<file path="config.mk">
export PLATFORM = sky130hd
export DESIGN_NAME = sclf_top
export DESIGN_NICKNAME = d
export VERILOG_FILES = /design/src/design/sclf_pkg.sv /design/src/design/sclf_top.sv /design/src/design/sclf_sync.sv
export SDC_FILE = /design/constraint.sdc
export NUM_CORES = 1
export LEC_CHECK = 0
export BUFFER_PORTS_ARGS = -buffer_cell sky130_fd_sc_hd__buf_4
export CORE_MARGIN = 2
export CORE_UTILIZATION = 46
export DETAILED_ROUTE_END_ITERATION = 10
export PLACE_DENSITY = 0.84
export SLEW_MARGIN = 20
export SYNTH_ARGS = -nofsm -noshare
export SYNTH_HDL_FRONTEND = slang
export SYNTH_SLANG_ARGS = --single-unit
</file>
<file path="constraint.sdc">
create_clock -name CLK_SYS -period 1.75 [get_ports CLK_SYS]
set_input_delay 0.4375 -clock CLK_SYS [delete_from_list [all_inputs] [get_ports CLK_SYS]]
set_output_delay 0.4375 -clock CLK_SYS [all_outputs]
set_load 0.02 [all_outputs]
</file>
<file path="src/design/sclf_pkg.sv">
// Shared constants for the strap, stagger and line-fault block
package sclf_pkg;
  // Register addresses and fields
  localparam logic [7:0] ADDR_OUT_CTRL   = 8'h08;
  localparam logic [7:0] ADDR_GPIO       = 8'h0E;
  localparam logic [7:0] ADDR_FAULT_STAT = 8'h14;
  localparam int         STAG_DIS_BIT    = 3;
  localparam int         GPIO1_OUT_BIT   = 3;
  localparam int         GPIO0_OUT_BIT   = 1;
  localparam logic       STAG_DIS_RESET  = 1'b0;
  localparam logic       GPIO_OUT_RESET  = 1'b1;
  // Wire fault codes
  localparam logic [1:0] WIRE_TO_SUPPLY  = 2'h0;
  localparam logic [1:0] WIRE_TO_GROUND  = 2'h1;
  localparam logic [1:0] WIRE_NORMAL     = 2'h2;
  localparam logic [1:0] WIRE_OPEN       = 2'h3;
  // Output stagger delays in picoseconds, tap unit of the delay cells
  localparam int         TAP_UNIT_PS     = 250;
  localparam int         DLY_GRP0_PS     = 0;
  localparam int         DLY_GRP1_PS     = 500;
  localparam int         DLY_GRP2_PS     = 1000;
  localparam int         DLY_GRP3_PS     = 1500;
  localparam int         DLY_PCLK_PS     = 750;
  // Timing
  localparam int         CLK_PERIOD_NS   = 4;
  localparam int         GPO_MAX_NS      = 350000;
  localparam int         GPO_MAX_CYC     = GPO_MAX_NS / CLK_PERIOD_NS;
  localparam logic [1:0] STRAP_SETTLE_CYC = 2'h3;
  // Power-up capture phase
  typedef enum logic [0:0] {
    SCLF_SETTLE = 1'b0,
    SCLF_DONE   = 1'b1
  } sclf_phase_t;
endpackage

</file>
<file path="src/design/sclf_top.sv">
// Strap capture, output stagger control and line-fault status block
module sclf_top #(
  parameter int GPO_LIMIT_CYC = sclf_pkg::GPO_MAX_CYC
) (
  input  wire logic       CLK_SYS,
  input  wire logic       RST_N,
  input  wire logic       LOCAL_CTRL_CHANNEL_ENABLE,
  input  wire logic       GPIO0_DOUBLE_INPUT_STRAP_I,
  output logic            GPIO0_O,
  output logic            GPIO0_OE_N,
  input  wire logic       GPIO1_WORD_WIDTH_STRAP_I,
  output logic            GPIO1_O,
  output logic            GPIO1_OE_N,
  input  wire logic       BASE_BYPASS_SYNC_ENC_PIN,
  input  wire logic       SDA_ERROR_CORRECT_STRAP_I,
  output logic            SDA_O,
  output logic            SDA_OE_N,
  input  wire logic       SCL_OUTPUT_EDGE_STRAP_I,
  output logic            SCL_O,
  output logic            SCL_OE_N,
  input  wire logic       CC_SDA_PULL,
  input  wire logic       CC_SCL_PULL,
  output logic            CC_SDA_IN,
  output logic            CC_SCL_IN,
  output logic            BASE_BYPASS_SELECT,
  output logic            STRAP_VALID,
  output logic            LOCAL_CC_ACTIVE,
  output logic            DOUBLE_INPUT_MODE,
  output logic            WORD_WIDTH_32,
  output logic            SYNC_ENCODING_EN,
  output logic            ERROR_CORRECT_EN,
  output logic            OUTPUT_EDGE_FALLING,
  input  wire logic [1:0] NEGATIVE_WIRE_FAULT,
  input  wire logic [1:0] POSITIVE_WIRE_FAULT,
  output logic            LINE_FAULT_N,
  input  wire logic       REMOTE_INPUT_PIN,
  output logic            REMOTE_OUTPUT_PIN,
  output logic [2:0]      TAP_GROUP0,
  output logic [2:0]      TAP_GROUP1,
  output logic [2:0]      TAP_GROUP2,
  output logic [2:0]      TAP_GROUP3,
  output logic [2:0]      TAP_PIXEL_CLOCK_OUT,
  input  wire logic [7:0] REG_ADDR,
  input  wire logic [7:0] REG_WDATA,
  input  wire logic       REG_WR,
  input  wire logic       REG_RD,
  output logic [7:0]      REG_RDATA
);
  import sclf_pkg::*;

  typedef struct packed {
    sclf_phase_t phase;
    logic [1:0]  settle;
    logic        lcc_en;
    logic        double_input_strap;
    logic        word_width_strap;
    logic        sync_encoding_strap;
    logic        edc;
    logic        es;
    logic        stag_dis;
    logic        gpio1_out;
    logic        gpio0_out;
    logic [1:0]  neg;
    logic [1:0]  pos;
    logic        fault_n;
    logic        remote_output_pin;
    logic [7:0]  rdata;
  } sclf_state_t;

  sclf_state_t st;
  sclf_state_t next_st;
  logic [9:0]  pin_sync;
  logic        s_lcc;
  logic        s_gpio0;
  logic        s_gpio1;
  logic        s_ms;
  logic        s_sda;
  logic        s_scl;
  logic [1:0]  s_neg;
  logic [1:0]  s_pos;
  logic        lcc_mode;

  initial begin
    if (GPO_LIMIT_CYC < 2 || GPO_LIMIT_CYC >= (1 << 20))
      $error("sclf_top: GPO_LIMIT_CYC out of range");
  end

  // Delay tap count for a delay in picoseconds
  function automatic logic [2:0] tap_of(input int ps);
    return 3'(ps / TAP_UNIT_PS);
  endfunction

  // Wire code that is not normal counts as a fault
  function automatic logic wire_bad(input logic [1:0] code);
    return code != WIRE_NORMAL;
  endfunction

  // Every strap pad and comparator level crosses in through two flops; REMOTE_INPUT_PIN is registered once
  sclf_sync #(.W(10)) u_pin_sync (
    .CLK_SYS (CLK_SYS),
    .RST_N   (RST_N),
    .D       ({LOCAL_CTRL_CHANNEL_ENABLE, GPIO0_DOUBLE_INPUT_STRAP_I,
               GPIO1_WORD_WIDTH_STRAP_I, BASE_BYPASS_SYNC_ENC_PIN,
               SDA_ERROR_CORRECT_STRAP_I, SCL_OUTPUT_EDGE_STRAP_I,
               NEGATIVE_WIRE_FAULT, POSITIVE_WIRE_FAULT}),
    .Q       (pin_sync)
  );

  assign {s_lcc, s_gpio0, s_gpio1, s_ms, s_sda, s_scl, s_neg, s_pos} =
    pin_sync;

  // Next-state logic
  always_comb begin
    next_st = st;
    case (st.phase)
      SCLF_SETTLE: begin
        // Wait until the synchroniser holds real pin levels
        if (st.settle == STRAP_SETTLE_CYC) begin
          next_st.phase  = SCLF_DONE;
          next_st.lcc_en = s_lcc;
          if (!s_lcc) begin
            next_st.double_input_strap  = s_gpio0;
            next_st.word_width_strap  = s_gpio1;
            next_st.sync_encoding_strap = s_ms;
            next_st.edc  = s_sda;
            next_st.es   = s_scl;
          end
        end else begin
          next_st.settle = st.settle + 2'h1;
        end
      end
      SCLF_DONE: begin
        // Straps stay frozen until the next power-up
        next_st.phase = SCLF_DONE;
      end
      default: next_st.phase = SCLF_SETTLE;
    endcase
    // Codes are reset junk until the synchroniser fills; hold normal
    if (st.phase == SCLF_DONE) begin
      next_st.neg     = s_neg;
      next_st.pos     = s_pos;
      next_st.fault_n = !(wire_bad(s_neg) || wire_bad(s_pos));
    end
    next_st.remote_output_pin     = REMOTE_INPUT_PIN;
    // Register writes
    if (REG_WR) begin
      if (REG_ADDR == ADDR_OUT_CTRL) begin
        next_st.stag_dis = REG_WDATA[STAG_DIS_BIT];
      end else if (REG_ADDR == ADDR_GPIO) begin
        next_st.gpio1_out = REG_WDATA[GPIO1_OUT_BIT];
        next_st.gpio0_out = REG_WDATA[GPIO0_OUT_BIT];
      end
    end
    // Register reads, unmapped addresses return zero
    if (REG_RD) begin
      if (REG_ADDR == ADDR_OUT_CTRL) begin
        next_st.rdata = 8'h00;
        next_st.rdata[STAG_DIS_BIT] = st.stag_dis;
      end else if (REG_ADDR == ADDR_GPIO) begin
        next_st.rdata = {4'h0, st.gpio1_out, s_gpio1,
                         st.gpio0_out, s_gpio0};
      end else if (REG_ADDR == ADDR_FAULT_STAT) begin
        next_st.rdata = {4'h0, st.neg, st.pos};
      end else begin
        next_st.rdata = 8'h00;
      end
    end
  end

  // State register
  always_ff @(posedge CLK_SYS or negedge RST_N) begin
    if (!RST_N) begin
      st           <= '0;
      st.phase     <= SCLF_SETTLE;
      st.stag_dis  <= STAG_DIS_RESET;
      st.gpio1_out <= GPIO_OUT_RESET;
      st.gpio0_out <= GPIO_OUT_RESET;
      st.neg       <= WIRE_NORMAL;
      st.pos       <= WIRE_NORMAL;
      st.fault_n   <= 1'b1;
    end else begin
      st <= next_st;
    end
  end

  // Local channel only counts once the power-up level is known
  assign lcc_mode = (st.phase == SCLF_DONE) && st.lcc_en;

  // Open-drain pins only ever pull low, and never in strap mode
  assign GPIO0_O    = 1'b0;
  assign GPIO1_O    = 1'b0;
  assign SDA_O      = 1'b0;
  assign SCL_O      = 1'b0;
  assign GPIO0_OE_N = !(lcc_mode && !st.gpio0_out);
  assign GPIO1_OE_N = !(lcc_mode && !st.gpio1_out);
  assign SDA_OE_N   = !(lcc_mode && CC_SDA_PULL);
  assign SCL_OE_N   = !(lcc_mode && CC_SCL_PULL);
  assign CC_SDA_IN  = lcc_mode ? s_sda : 1'b1;
  assign CC_SCL_IN  = lcc_mode ? s_scl : 1'b1;
  assign BASE_BYPASS_SELECT = lcc_mode && s_ms;

  // Strap results; the five strap levels stay low while the local channel owns the pins
  assign STRAP_VALID         = st.phase == SCLF_DONE;
  assign LOCAL_CC_ACTIVE     = lcc_mode;
  assign DOUBLE_INPUT_MODE   = st.double_input_strap;
  assign WORD_WIDTH_32       = st.word_width_strap;
  assign SYNC_ENCODING_EN    = st.sync_encoding_strap;
  assign ERROR_CORRECT_EN    = st.edc;
  assign OUTPUT_EDGE_FALLING = st.es;

  assign LINE_FAULT_N      = st.fault_n;
  assign REMOTE_OUTPUT_PIN = st.remote_output_pin;
  assign REG_RDATA         = st.rdata;

  // Sub-ns skew cannot come from 4 ns logic, so taps feed pad delay cells
  assign TAP_GROUP0 = st.stag_dis ? 3'h0 : tap_of(DLY_GRP0_PS);
  assign TAP_GROUP1 = st.stag_dis ? 3'h0 : tap_of(DLY_GRP1_PS);
  assign TAP_GROUP2 = st.stag_dis ? 3'h0 : tap_of(DLY_GRP2_PS);
  assign TAP_GROUP3 = st.stag_dis ? 3'h0 : tap_of(DLY_GRP3_PS);
  assign TAP_PIXEL_CLOCK_OUT = st.stag_dis ? 3'h0 : tap_of(DLY_PCLK_PS);

  // Helper: cycles the remote output has disagreed with its input
  logic [19:0] gpo_lag;
  always_ff @(posedge CLK_SYS or negedge RST_N) begin
    if (!RST_N) begin
      gpo_lag <= '0;
    end else begin
      gpo_lag <= (REMOTE_OUTPUT_PIN != REMOTE_INPUT_PIN) ? gpo_lag + 20'h1
                                                          : 20'h0;
    end
  end
endmodule

</file>
<file path="src/design/sclf_sync.sv">
// Two-flop synchroniser for a vector of asynchronous pin levels
module sclf_sync #(
  parameter int W = 1
) (
  input  wire logic         CLK_SYS,
  input  wire logic         RST_N,
  input  wire logic [W-1:0] D,
  output logic      [W-1:0] Q
);
  import sclf_pkg::*;

  typedef struct packed {
    logic [W-1:0] s1;
    logic [W-1:0] s2;
  } sclf_sync_t;

  sclf_sync_t st;
  sclf_sync_t next_st;

  initial begin
    if (W < 1) $error("sclf_sync: W must be at least 1");
  end

  // First stage feeds only the second stage
  always_comb begin
    next_st.s1 = D;
    next_st.s2 = st.s1;
  end

  // Pins idle low thanks to the pad pulldowns
  always_ff @(posedge CLK_SYS or negedge RST_N) begin
    if (!RST_N) begin
      st <= '0;
    end else begin
      st <= next_st;
    end
  end

  assign Q = st.s2;
endmodule

</file>
Word level (Yosys, flattened, before mapping)
Cells that the tools add are included.
{"block": "totals", "ff_bits": 46, "in_bits": 33, "output_inout_bits": 43, "word_cells": 59}
{"block": "classes", "add_sub_neg": 1, "eq_ne": 6, "muxes": 11, "bitwise": 4, "reduce_logical": 19}
{"operator": "8-bit by 4-bit equality test with 1-bit output, second input constant", "count": 2}
{"operator": "4-bit 2-to-1 mux", "count": 3}
{"operator": "8-bit by 5-bit equality test with 1-bit output, second input constant", "count": 1}
{"operator": "1-bit zero test", "count": 7}
{"operator": "1-bit logical AND", "count": 6}
{"operator": "3-bit 2-to-1 mux", "count": 2}
{"operator": "2-bit AND reduction", "count": 3}
{"operator": "3-bit AND reduction", "count": 2}
{"operator": "2-bit 2-to-1 mux", "count": 2}
{"operator": "2-bit != test, second input constant", "count": 2}
{"operator": "1-bit inverter", "count": 4}
{"operator": "1-bit 2-to-1 mux", "count": 3}
{"operator": "2-bit by 1-bit adder with 2-bit output, second input constant", "count": 1}
{"operator": "2-bit equality test, second input constant", "count": 1}
{"operator": "1-bit case mux with 2 select lines", "count": 1}
{"operator": "1-bit logical OR", "count": 1}

Longest topological paths before layout
Gate-level depths: netlist (run 1).
{"block": "logic_depth", "word_depth": 4, "depth_mapped": 4, "mapped_depth_nobuf": 4}

Modules after synthesis
Synthesis (run 1) repeated with hierarchy kept, for this count alone.
{"block": "unflattened", "cells_unflattened": 125, "area_unflattened_um2": 1684.1}
{"mod": "sclf_top", "n_inst": 1, "cells_per_inst": 105, "area_per_inst_um2": 1183.6, "seq_area_each_um2": 556.8}
{"mod": "sclf_sync", "n_inst": 1, "cells_per_inst": 20, "area_per_inst_um2": 500.5, "seq_area_each_um2": 500.5}

Least setup slack after synthesis (run 1)
Ideal clock, no wire load.
{"block": "synth_timing", "path_kind": "reg-to-output", "from": "register st (netlist bit STRAP_VALID)", "to": "output port SCL_OE_N", "arrival_time_ns": 1.111, "setup_slack_ns": 0.201, "path_stages_with_launch": 5, "path_buffers": 1, "path_cell_list": "dfrtp_1 -> buf_2 -> nand2_1 -> inv_1 -> nand2_1"}
{"block": "synth_between", "elab_chain_cells": 3}
{"item": "from (decl)", "line_no": "sclf_top.sv:70", "source": "sclf_state_t st;"}
{"item": "from (signal assigned)", "line_no": "sclf_top.sv:182", "source": "st <= next_st;"}
{"item": "1-bit logical AND", "line_no": "sclf_top.sv:187", "source": "assign lcc_mode = (st.phase == SCLF_DONE) && st.lcc_en;"}
{"item": "via LOCAL_CC_ACTIVE", "line_no": "sclf_top.sv:27", "source": "output logic LOCAL_CC_ACTIVE,"}
{"item": "1-bit logical AND", "line_no": "sclf_top.sv:197", "source": "assign SCL_OE_N = !(lcc_mode && CC_SCL_PULL);"}
{"item": "1-bit zero test", "line_no": "sclf_top.sv:197"}
{"item": "to (decl)", "line_no": "sclf_top.sv:20", "source": "output logic SCL_OE_N,"}
The timed path passes the listed nets, and every way through them passes these cells.

Final worst setup path (run 1)
{"block": "layout_timing", "from": "register st[22] (netlist name)", "to": "output port GPIO0_OE_N"}
{"block": "layout_between", "elab_chain_cells": 3}
{"item": "1-bit logical AND", "line_no": "sclf_top.sv:187"}
{"item": "1-bit logical AND", "line_no": "sclf_top.sv:194", "source": "assign GPIO0_OE_N = !(lcc_mode && !st.gpio0_out);"}
{"item": "1-bit zero test", "line_no": "sclf_top.sv:194"}
{"item": "to (decl)", "line_no": "sclf_top.sv:10", "source": "output logic GPIO0_OE_N,"}
Every way passes these cells.

==> results.cfg, run 1 <==
[status]
status = finished clean

[sta]
hold_viol_final = 0
period_minus_slack_ns = 1.68
skew_ns = 0.0101
hold_ws_ns = 0.0462
finalCritPeriodShare = 0.958
slew_viol_final = 0
setup_viol = 0
rsz0062_at_grt = no
fmax_mhz = 596
fin_tns_setup_ns = 0

[setup_path]
worst_setup_path_end_kind = primary output
path_max_fanout = 5
reg2reg_depth = 4
r2r_slack_ns = 0.28
worstPathRequired_ns = 1.31
reg2reg_to = ERROR_CORRECT_EN
critPathLaunch = st[22]
start_kind = register
path_class = reg -> out
worst-endpoint-arrival_ns = 1.24
critPathCapture = GPIO0_OE_N
rr_startpoint = st[23]

[die]
rows = 21
initial_core_util = 0.491
die_area_um2 = 4150
dieWidth_um = 64.4
io-pin-count = 76
die_h_um = 64.4
core_region_area_um2 = 3420

[clocking]
clk_pin_slew_ns = 0.12
ctsRootBufferMaster = clkbuf_4
numCtsBuffers = 5
clk_latency_ns = 0.34
h-tree-depth = 2
cts_tree = yes
cts_max_path_buffers = 2
clock_sinks = 42

[final_layout]
final_cells = 222
final_nets = 209
area_growth_pct = 24.3
n_antenna_cell = 0
utilization = 0.611
drive_gt1_frac = 0.483

[place]
dpl.hpwl_um = 2140
portBuffers = 52
dp.cells = 212
gp_congestion = 0.813

[yosys]
syn-cell-area_um2 = 1680
avgSynthCellArea_um2 = 13.5
synth_cell_types = 27
ys_ff_latch = 42
ys_seq_area_frac = 0.630
postSynthCellCount = 124
yosysWarnings = 0

[routing]
avgRoutedWirePerCell_um = 12.4
drc_errors = 0
postRouteAntennaNets = 0
drt-total-wl_um = 2740
drt_iter0_drc = 25
drt-vias-per-instance = 4.62
num_vias = 1026
first_pass_iters = 3

[power]
p_leak_nw = 1.00
ir_drop_mv = 0.707
power_per_cell_area_nw_per_um2 = 876

[hold_path]
hp-class = in -> async

[grt]
track_usage = 0.141
globalRouteOverflowTotal = 0
antenna_found_initial = 0
grt_pass1_vias = 1037
grt_max_degree = 43
grt_pass1_wl_um = 4410

[flow_run]
max-cap-violations = 0
-- cell usage in the layout (no fill, tap or decap), drive strengths merged --
master,instances
buf,55
dfrtp,37
conb,17
mux2,14
inv,8
clkbuf,7
dfstp,5
or2,4
a22oi,4
o22ai,3
nand2,3
nand4,3
nor2,2
nand3,2
and3,1
and3b,1
nor3b,1
nor4,1
nor2b,1
and2b,1
nor4b,1
o21ai,1
o221ai,1
xor2,1
ha,1
bufinv,1
-- through the flow --
stage	power (W)	cell area (µm²)	worst slack, ns
finish	0.00183	2090	0.0731
global route	0.00190	2090	0.00732
CTS	0.00184	2080	0.0179
detailed placement	0.00126	1990	0.240
global placement	0.00126	1990	0.255
floorplan	0.00118	1740	0.201
-- registers in the layout (all words and copies together), names as in the netlist --
register and flops:
OUTPUT_EDGE_FALLING 1, SYNC_ENCODING_EN 1, REG_RDATA 4, WORD_WIDTH_32 1, ERROR_CORRECT_EN 1, u_pin_sync.Q 10
REMOTE_OUTPUT_PIN 1, DOUBLE_INPUT_MODE 1, LINE_FAULT_N 1, u_pin_sync.next_st 10, STRAP_VALID 1, st 10
-- worst min-delay path by stage --
stage / from / end / cells past startpoint
2_1_floorplan: RST_N / DOUBLE_INPUT_MODE / 0
3_3_place_gp: u_pin_sync.next_st[4] / u_pin_sync.Q[4] / 0
3_5_place_dp: u_pin_sync.next_st[5] / u_pin_sync.Q[5] / 0
4_1_cts: RST_N / u_pin_sync.next_st[5] / 1
5_1_grt: RST_N / u_pin_sync.next_st[5] / 1
6_report: RST_N / u_pin_sync.next_st[5] / 1
-- critical path: stages, from the launching register on --
cell     delay [ns]
dfrtp_1        0.39
nand2_2        0.08
or2_2          0.28
buf_4          0.16
-- area by class of cell --
| class | instances | area (µm²) |
|---|---|---|
| clock buffers | 7 | 45.0 |
| clock inverters | 1 | 30.0 |
| fillers | 260 | 1330 |
| inverters | 8 | 30.0 |
| multi-input cells | 63 | 453 |
| flip-flops and latches | 42 | 1060 |
| well taps | 46 | 57.6 |
| repair buffers | 55 | 413 |
-- kinds of logic (layout without fill, tap and decap cells) --
| kind of cell | count (synthesis) | in the layout | synth area share |
|---|---|---|---|
| AND/OR/NAND/NOR | 21 | 21 | 0.0865 |
| other | 1 | 17 | 0.00223 |
| flip-flops | 42 | 42 | 0.630 |
| adder cells (fa/ha/maj) | 1 | 1 | 0.00746 |
| multiplexers | 14 | 14 | 0.0940 |
| XOR/XNOR | 1 | 1 | 0.00522 |
| AO/OA/AOI/OAI | 9 | 9 | 0.0373 |
| buffers and inverters | 35 | 71 | 0.137 |
-- power by group --
group | internal, W | switching (W) | total (W)
clock network | 0.000303 | 0.000281 | 0.000584
registers | 0.00101 | 0.0000193 | 0.00103
logic | 0.0000895 | 0.000120 | 0.000209
total | 0.00141 | 0.000420 | 0.00183
-- cells in the mapped netlist, drive strengths merged --
| cell | n | area share |
|---|---|---|
| dfrtp | 37 | 0.55 |
| nand4 | 3 | 0.015 |
| inv | 8 | 0.018 |
| buf | 27 | 0.12 |
| and3b | 1 | 0.0052 |
| mux2 | 14 | 0.094 |
| nand3 | 2 | 0.0060 |
| a22oi | 4 | 0.018 |
| nor4b | 1 | 0.0052 |
| and2b | 1 | 0.0045 |
| nor2b | 1 | 0.0037 |
| and3 | 1 | 0.0037 |
| o22ai | 3 | 0.011 |
| nor2 | 2 | 0.0045 |
| nand2 | 3 | 0.0067 |
| nor4 | 1 | 0.013 |
| conb | 1 | 0.0022 |
| ha | 1 | 0.0075 |
| dfstp | 5 | 0.078 |
| xor2 | 1 | 0.0052 |
| o221ai | 1 | 0.0052 |
| nor3b | 1 | 0.0045 |
| or2 | 4 | 0.015 |
| o21ai | 1 | 0.0030 |
-- per-layer routing --
metal | global-route usage | vias up | routed length [µm]
li1 | - | 471 | -
met1 | 0.154 | 491 | 1050
met2 | 0.251 | 56 | 1410
met3 | 0.0405 | 8 | 232
met4 | 0.0638 | 0 | 48
met5 | 0 | - | 0
-- what timing repair did --
item / 4_1_cts / 5_1_grt
gates resized for setup: 0 / 1
hold buffers: 0 / 0
endpoints found under the setup margin: 4 / 4
buffers inserted: 1 / 1
(Power assumes the default switching activity.)
==> inputs of run 2 (changes only) <==
Settings changed: REMOVE_ABC_BUFFERS set to 1.
==> results.cfg, run 2 (synthesis results as in run 1) <==
[status]
status = finished clean

[clocking]
ctsRootBufferMaster = clkbuf_4
cts_hold_buf = 0
clock_sinks = 42
cts_tree = yes
clk_latency_ns = 0.34
numCtsBuffers = 5
h-tree-depth = 2
clk_pin_slew_ns = 0.12
cts_max_path_buffers = 2

[final_layout]
final_common_cell = buf_4
final_nets = 208
final_cells = 221
n_antenna_cell = 0
final_cell_mix = buf_4, dfrtp_1, conb_1
utilization = 0.610
area_growth_pct = 24.2
postLayoutCellArea_um2 = 2080
drive_gt1_frac = 0.491
fillCellCount = 293

[power]
power_per_cell_area_nw_per_um2 = 833
ir_drop_mv = 0.677
finalPower_w = 0.00174
p_leak_nw = 1.00

[hold_path]
hp-class = in -> async

[sta]
setup_viol = 0
rsz0062_at_grt = yes
fin_tns_setup_ns = 0
relSlewSlack = 0.665
period_minus_slack_ns = 1.69
skew_ns = 0.00322
fmax_mhz = 591
tightest_slew_ns = 0.502
hold_viol_final = 0
slew_viol_final = 0
finalCritPeriodShare = 0.967

[setup_path]
path_max_fanout = 5
crit_buf_inv = 1
path_class = reg -> out
reg2reg_depth = 4
rr_startpoint = st[23]
cp_cell_sequence = nand2_2, or2_2, buf_6
worst_setup_path_end_kind = primary output
crit_family = flip-flops
worstPathRequired_ns = 1.31
crit_slowest_cell = dfrtp_1
start_kind = register
reg2reg_to = OUTPUT_EDGE_FALLING
r2r_slack_ns = 0.30
max_stage_delay_ns = 0.40
worst-endpoint-arrival_ns = 1.26

[routing]
drc_errors = 0
first_pass_iters = 4
postRouteAntennaNets = 0
drt-vias-per-instance = 4.50
drt_iter0_drc = 17
num_vias = 995
drt-total-wl_um = 2720
avgRoutedWirePerCell_um = 12.3

[grt]
globalRouteOverflowTotal = 0
grt_pass1_vias = 986
track_usage = 0.140
grt_max_degree = 43
grt_use_met1 = 0.173
busiest_layer = met2
use_met2 = 0.238
antenna_found_initial = 0
grt_pass1_wl_um = 4470
use_met3 = 0.0423

[die]
die_area_um2 = 4150
rows = 21
core_region_area_um2 = 3420
die_h_um = 64.4
initial_core_util = 0.491
dieWidth_um = 64.4
io-pin-count = 76

[place]
portBuffers = 52
gp_congestion = 0.703
dp.cells = 212
dpl_cell_area_um2 = 1990
dpl.hpwl_um = 2130

[flow_run]
max-cap-violations = 0
[run 2: changes by cell type in the layout (fill, tap and decap cells not counted), sizes merged]
cell      delta
buf          -1
bufinv       -1
clkinvlp     +1
clkinv       +1
clkbuf       -1
[run 2: per-stage QoR]
stage | setup slack [ns] | hold slack, ns
floorplan | 0.213 | 0.142
global placement | 0.256 | 0.332
detailed placement | 0.223 | 0.336
CTS | 0.0311 | 0.0553
global route | -0.00502 | 0.0829
finish | 0.0573 | 0.0561
[run 2: layer usage]
layer,vias up,routed length (µm)
li1,471,-
met1,470,1100
met2,51,1360
met3,3,246
met4,0,20
met5,-,0
[run 2: power by group]
group	total, W	switching (W)	internal, W
clock network	0.000490	0.000296	0.000193
registers	0.00103	0.0000198	0.00101
logic	0.000212	0.000120	0.0000920
[run 2: worst register-to-register path, delay by kind of cell (launching register included)]
kind / cells / cell delay (ns)
multiplexers: 1 / 0.36
flip-flops: 1 / 0.39
AND/OR/NAND/NOR: 2 / 0.44
adder cells (fa/ha/maj): 1 / 0.17
[run 2: cell type report]
class,instances,area [µm²],share of cell area
well taps,46,57.6,0.0276
inverters,8,30.0,0.0144
repair buffers,54,420,0.202
multi-input cells,63,455,0.218
flip-flops and latches,42,1060,0.507
clock buffers,6,51.3,0.0246
clock inverters,2,12.5,0.00600
[run 2: worst max path at each step]
stage                 from          to  slack (ns)  depth (start not counted)
4_1_cts             st[22]   CC_SCL_IN        0.03                          3
6_report            st[22]   CC_SCL_IN        0.06                          3
3_3_place_gp   REG_ADDR[7]      st[15]        0.26                          4
3_5_place_dp   REG_ADDR[7]      st[15]        0.22                          4
2_1_floorplan  STRAP_VALID    SCL_OE_N        0.21                          3
5_1_grt             st[22]  GPIO1_OE_N      -0.005                          3
[run 2: timing repair]
| action | 4_1_cts | 5_1_grt |
|---|---|---|
| buffers inserted | 1 | 0 |
| setup endpoints to repair | 4 | 4 |
| pin swaps | 0 | 1 |
| gates resized for setup | 1 | 5 |
==> inputs of run 3 (changes only) <==
Settings changed: CELL_PAD_IN_SITES_DETAIL_PLACEMENT set to 0, CELL_PAD_IN_SITES_GLOBAL_PLACEMENT set to 2, CORE_UTILIZATION 46 to 29.
==> results.cfg, run 3 (synthesis results as in run 1) <==
[status]
status = finished clean

[die]
die_area_um2 = 6410
die_h_um = 80.1
rows = 27
core_region_area_um2 = 5540
io-pin-count = 76
initial_core_util = 0.303
dieWidth_um = 80.1

[final_layout]
area_growth_pct = 26.5
multiInputGateArea_um2 = 453
final_common_cell = buf_4
final_cell_mix = buf_4, dfrtp_1, conb_1
fillCellCount = 574
utilization = 0.383
final_cells = 247
n_antenna_cell = 0
drive_gt1_frac = 0.491
final_nets = 209
postLayoutCellArea_um2 = 2120
regArea_um2 = 1060

[power]
ir_drop_mv = 0.633
p_leak_nw = 1.01
power_per_cell_area_nw_per_um2 = 848

[grt]
grt_max_degree = 43
grt_pass1_wl_um = 4520
track_usage = 0.0937
grt_pass1_vias = 1047
antenna_found_initial = 0
globalRouteOverflowTotal = 0

[clocking]
cts_hold_buf = 0
cts_max_path_buffers = 2
clock_sinks = 42
clk_latency_ns = 0.28
h-tree-depth = 2
ctsRootBufferMaster = clkbuf_8
cts_tree = yes
clk_pin_slew_ns = 0.07
numCtsBuffers = 5

[sta]
hold_viol_final = 0
finalCritPeriodShare = 0.926
skew_ns = 0.00371
setup_viol = 0
worst_slack_ns = 0.130
fin_tns_setup_ns = 0
fmax_mhz = 617
tightest_slew_ns = 0.509
relSlewSlack = 0.661
slew_viol_final = 0
period_minus_slack_ns = 1.62
rsz0062_at_grt = no

[setup_path]
path_class = reg -> out
worst-endpoint-arrival_ns = 1.18
r2r_slack_ns = 0.29
reg2reg_depth = 4
worst_setup_path_end_kind = primary output
start_kind = register
worstPathRequired_ns = 1.31
path_max_fanout = 5

[routing]
avgRoutedWirePerCell_um = 11.0
first_pass_iters = 4
drc_errors = 0
drt-vias-per-instance = 4.08
drt_iter0_drc = 38
postRouteAntennaNets = 0
num_vias = 1007
drt-total-wl_um = 2720

[hold_path]
hp-class = in -> async

[place]
portBuffers = 52
dp_slack_ns = 0.210
dpl.hpwl_um = 2130
dp.cells = 239
gp_congestion = 0.694
dpl_cell_area_um2 = 2030

[flow_run]
max-cap-violations = 0
==> run 3: through the flow <==
step	power, W	hold WS [ns]
after floorplan	0.00114	0.142
after global placement	0.00126	0.332
after detailed placement	0.00126	0.336
after CTS	0.00184	0.143
after global routing	0.00190	0.162
final	0.00180	0.122
==> run 3: report_power, final <==
| part | switching, W | total (W) | internal, W |
|---|---|---|---|
| clock network | 0.000290 | 0.000557 | 0.000267 |
| registers | 0.0000184 | 0.00103 | 0.00102 |
| logic | 0.000119 | 0.000208 | 0.0000891 |
| total | 0.000427 | 0.00180 | 0.00137 |
==> run 3: path summary, 6_finish.rpt <==
kind	startpoint	to
max in group asynchronous	RST_N	st[11]
max reg2reg	st[23]	ERROR_CORRECT_EN
min	RST_N	st[24]
max	STRAP_VALID	GPIO0_OE_N
min in group CLK_SYS	GPIO1_WORD_WIDTH_STRAP_I	u_pin_sync.next_st[7]
min reg2reg	u_pin_sync.next_st[2]	u_pin_sync.Q[2]
==> run 3: repair_timing <==
action,in CTS,in global routing
resized for setup,0,1
endpoints found under the setup margin,4,4
setup buffers,1,0
==> run 3: area by class of cell <==
cell class	count	area share
Clock inverter	2	0.00472
Inverter	8	0.0142
Timing Repair Buffer	55	0.195
Multi-Input combinational cell	63	0.213
Clock buffer	5	0.0324
Sequential cell	42	0.498
Tap cell	72	0.0425
==> run 3: per-layer routing <==
layer | track usage | wire, µm | vias up
li1 | - | - | 471
met1 | 0.105 | 1090 | 485
met2 | 0.158 | 1340 | 47
met3 | 0.0404 | 270 | 4
met4 | 0.0356 | 27 | 0
met5 | 0 | 0 | -
==> run 3: worst max-delay path, stage by stage (launching register included) <==
cell and delay, ns:
dfrtp_1 0.37, nand2_2 0.10, or2_2 0.28, buf_4 0.16
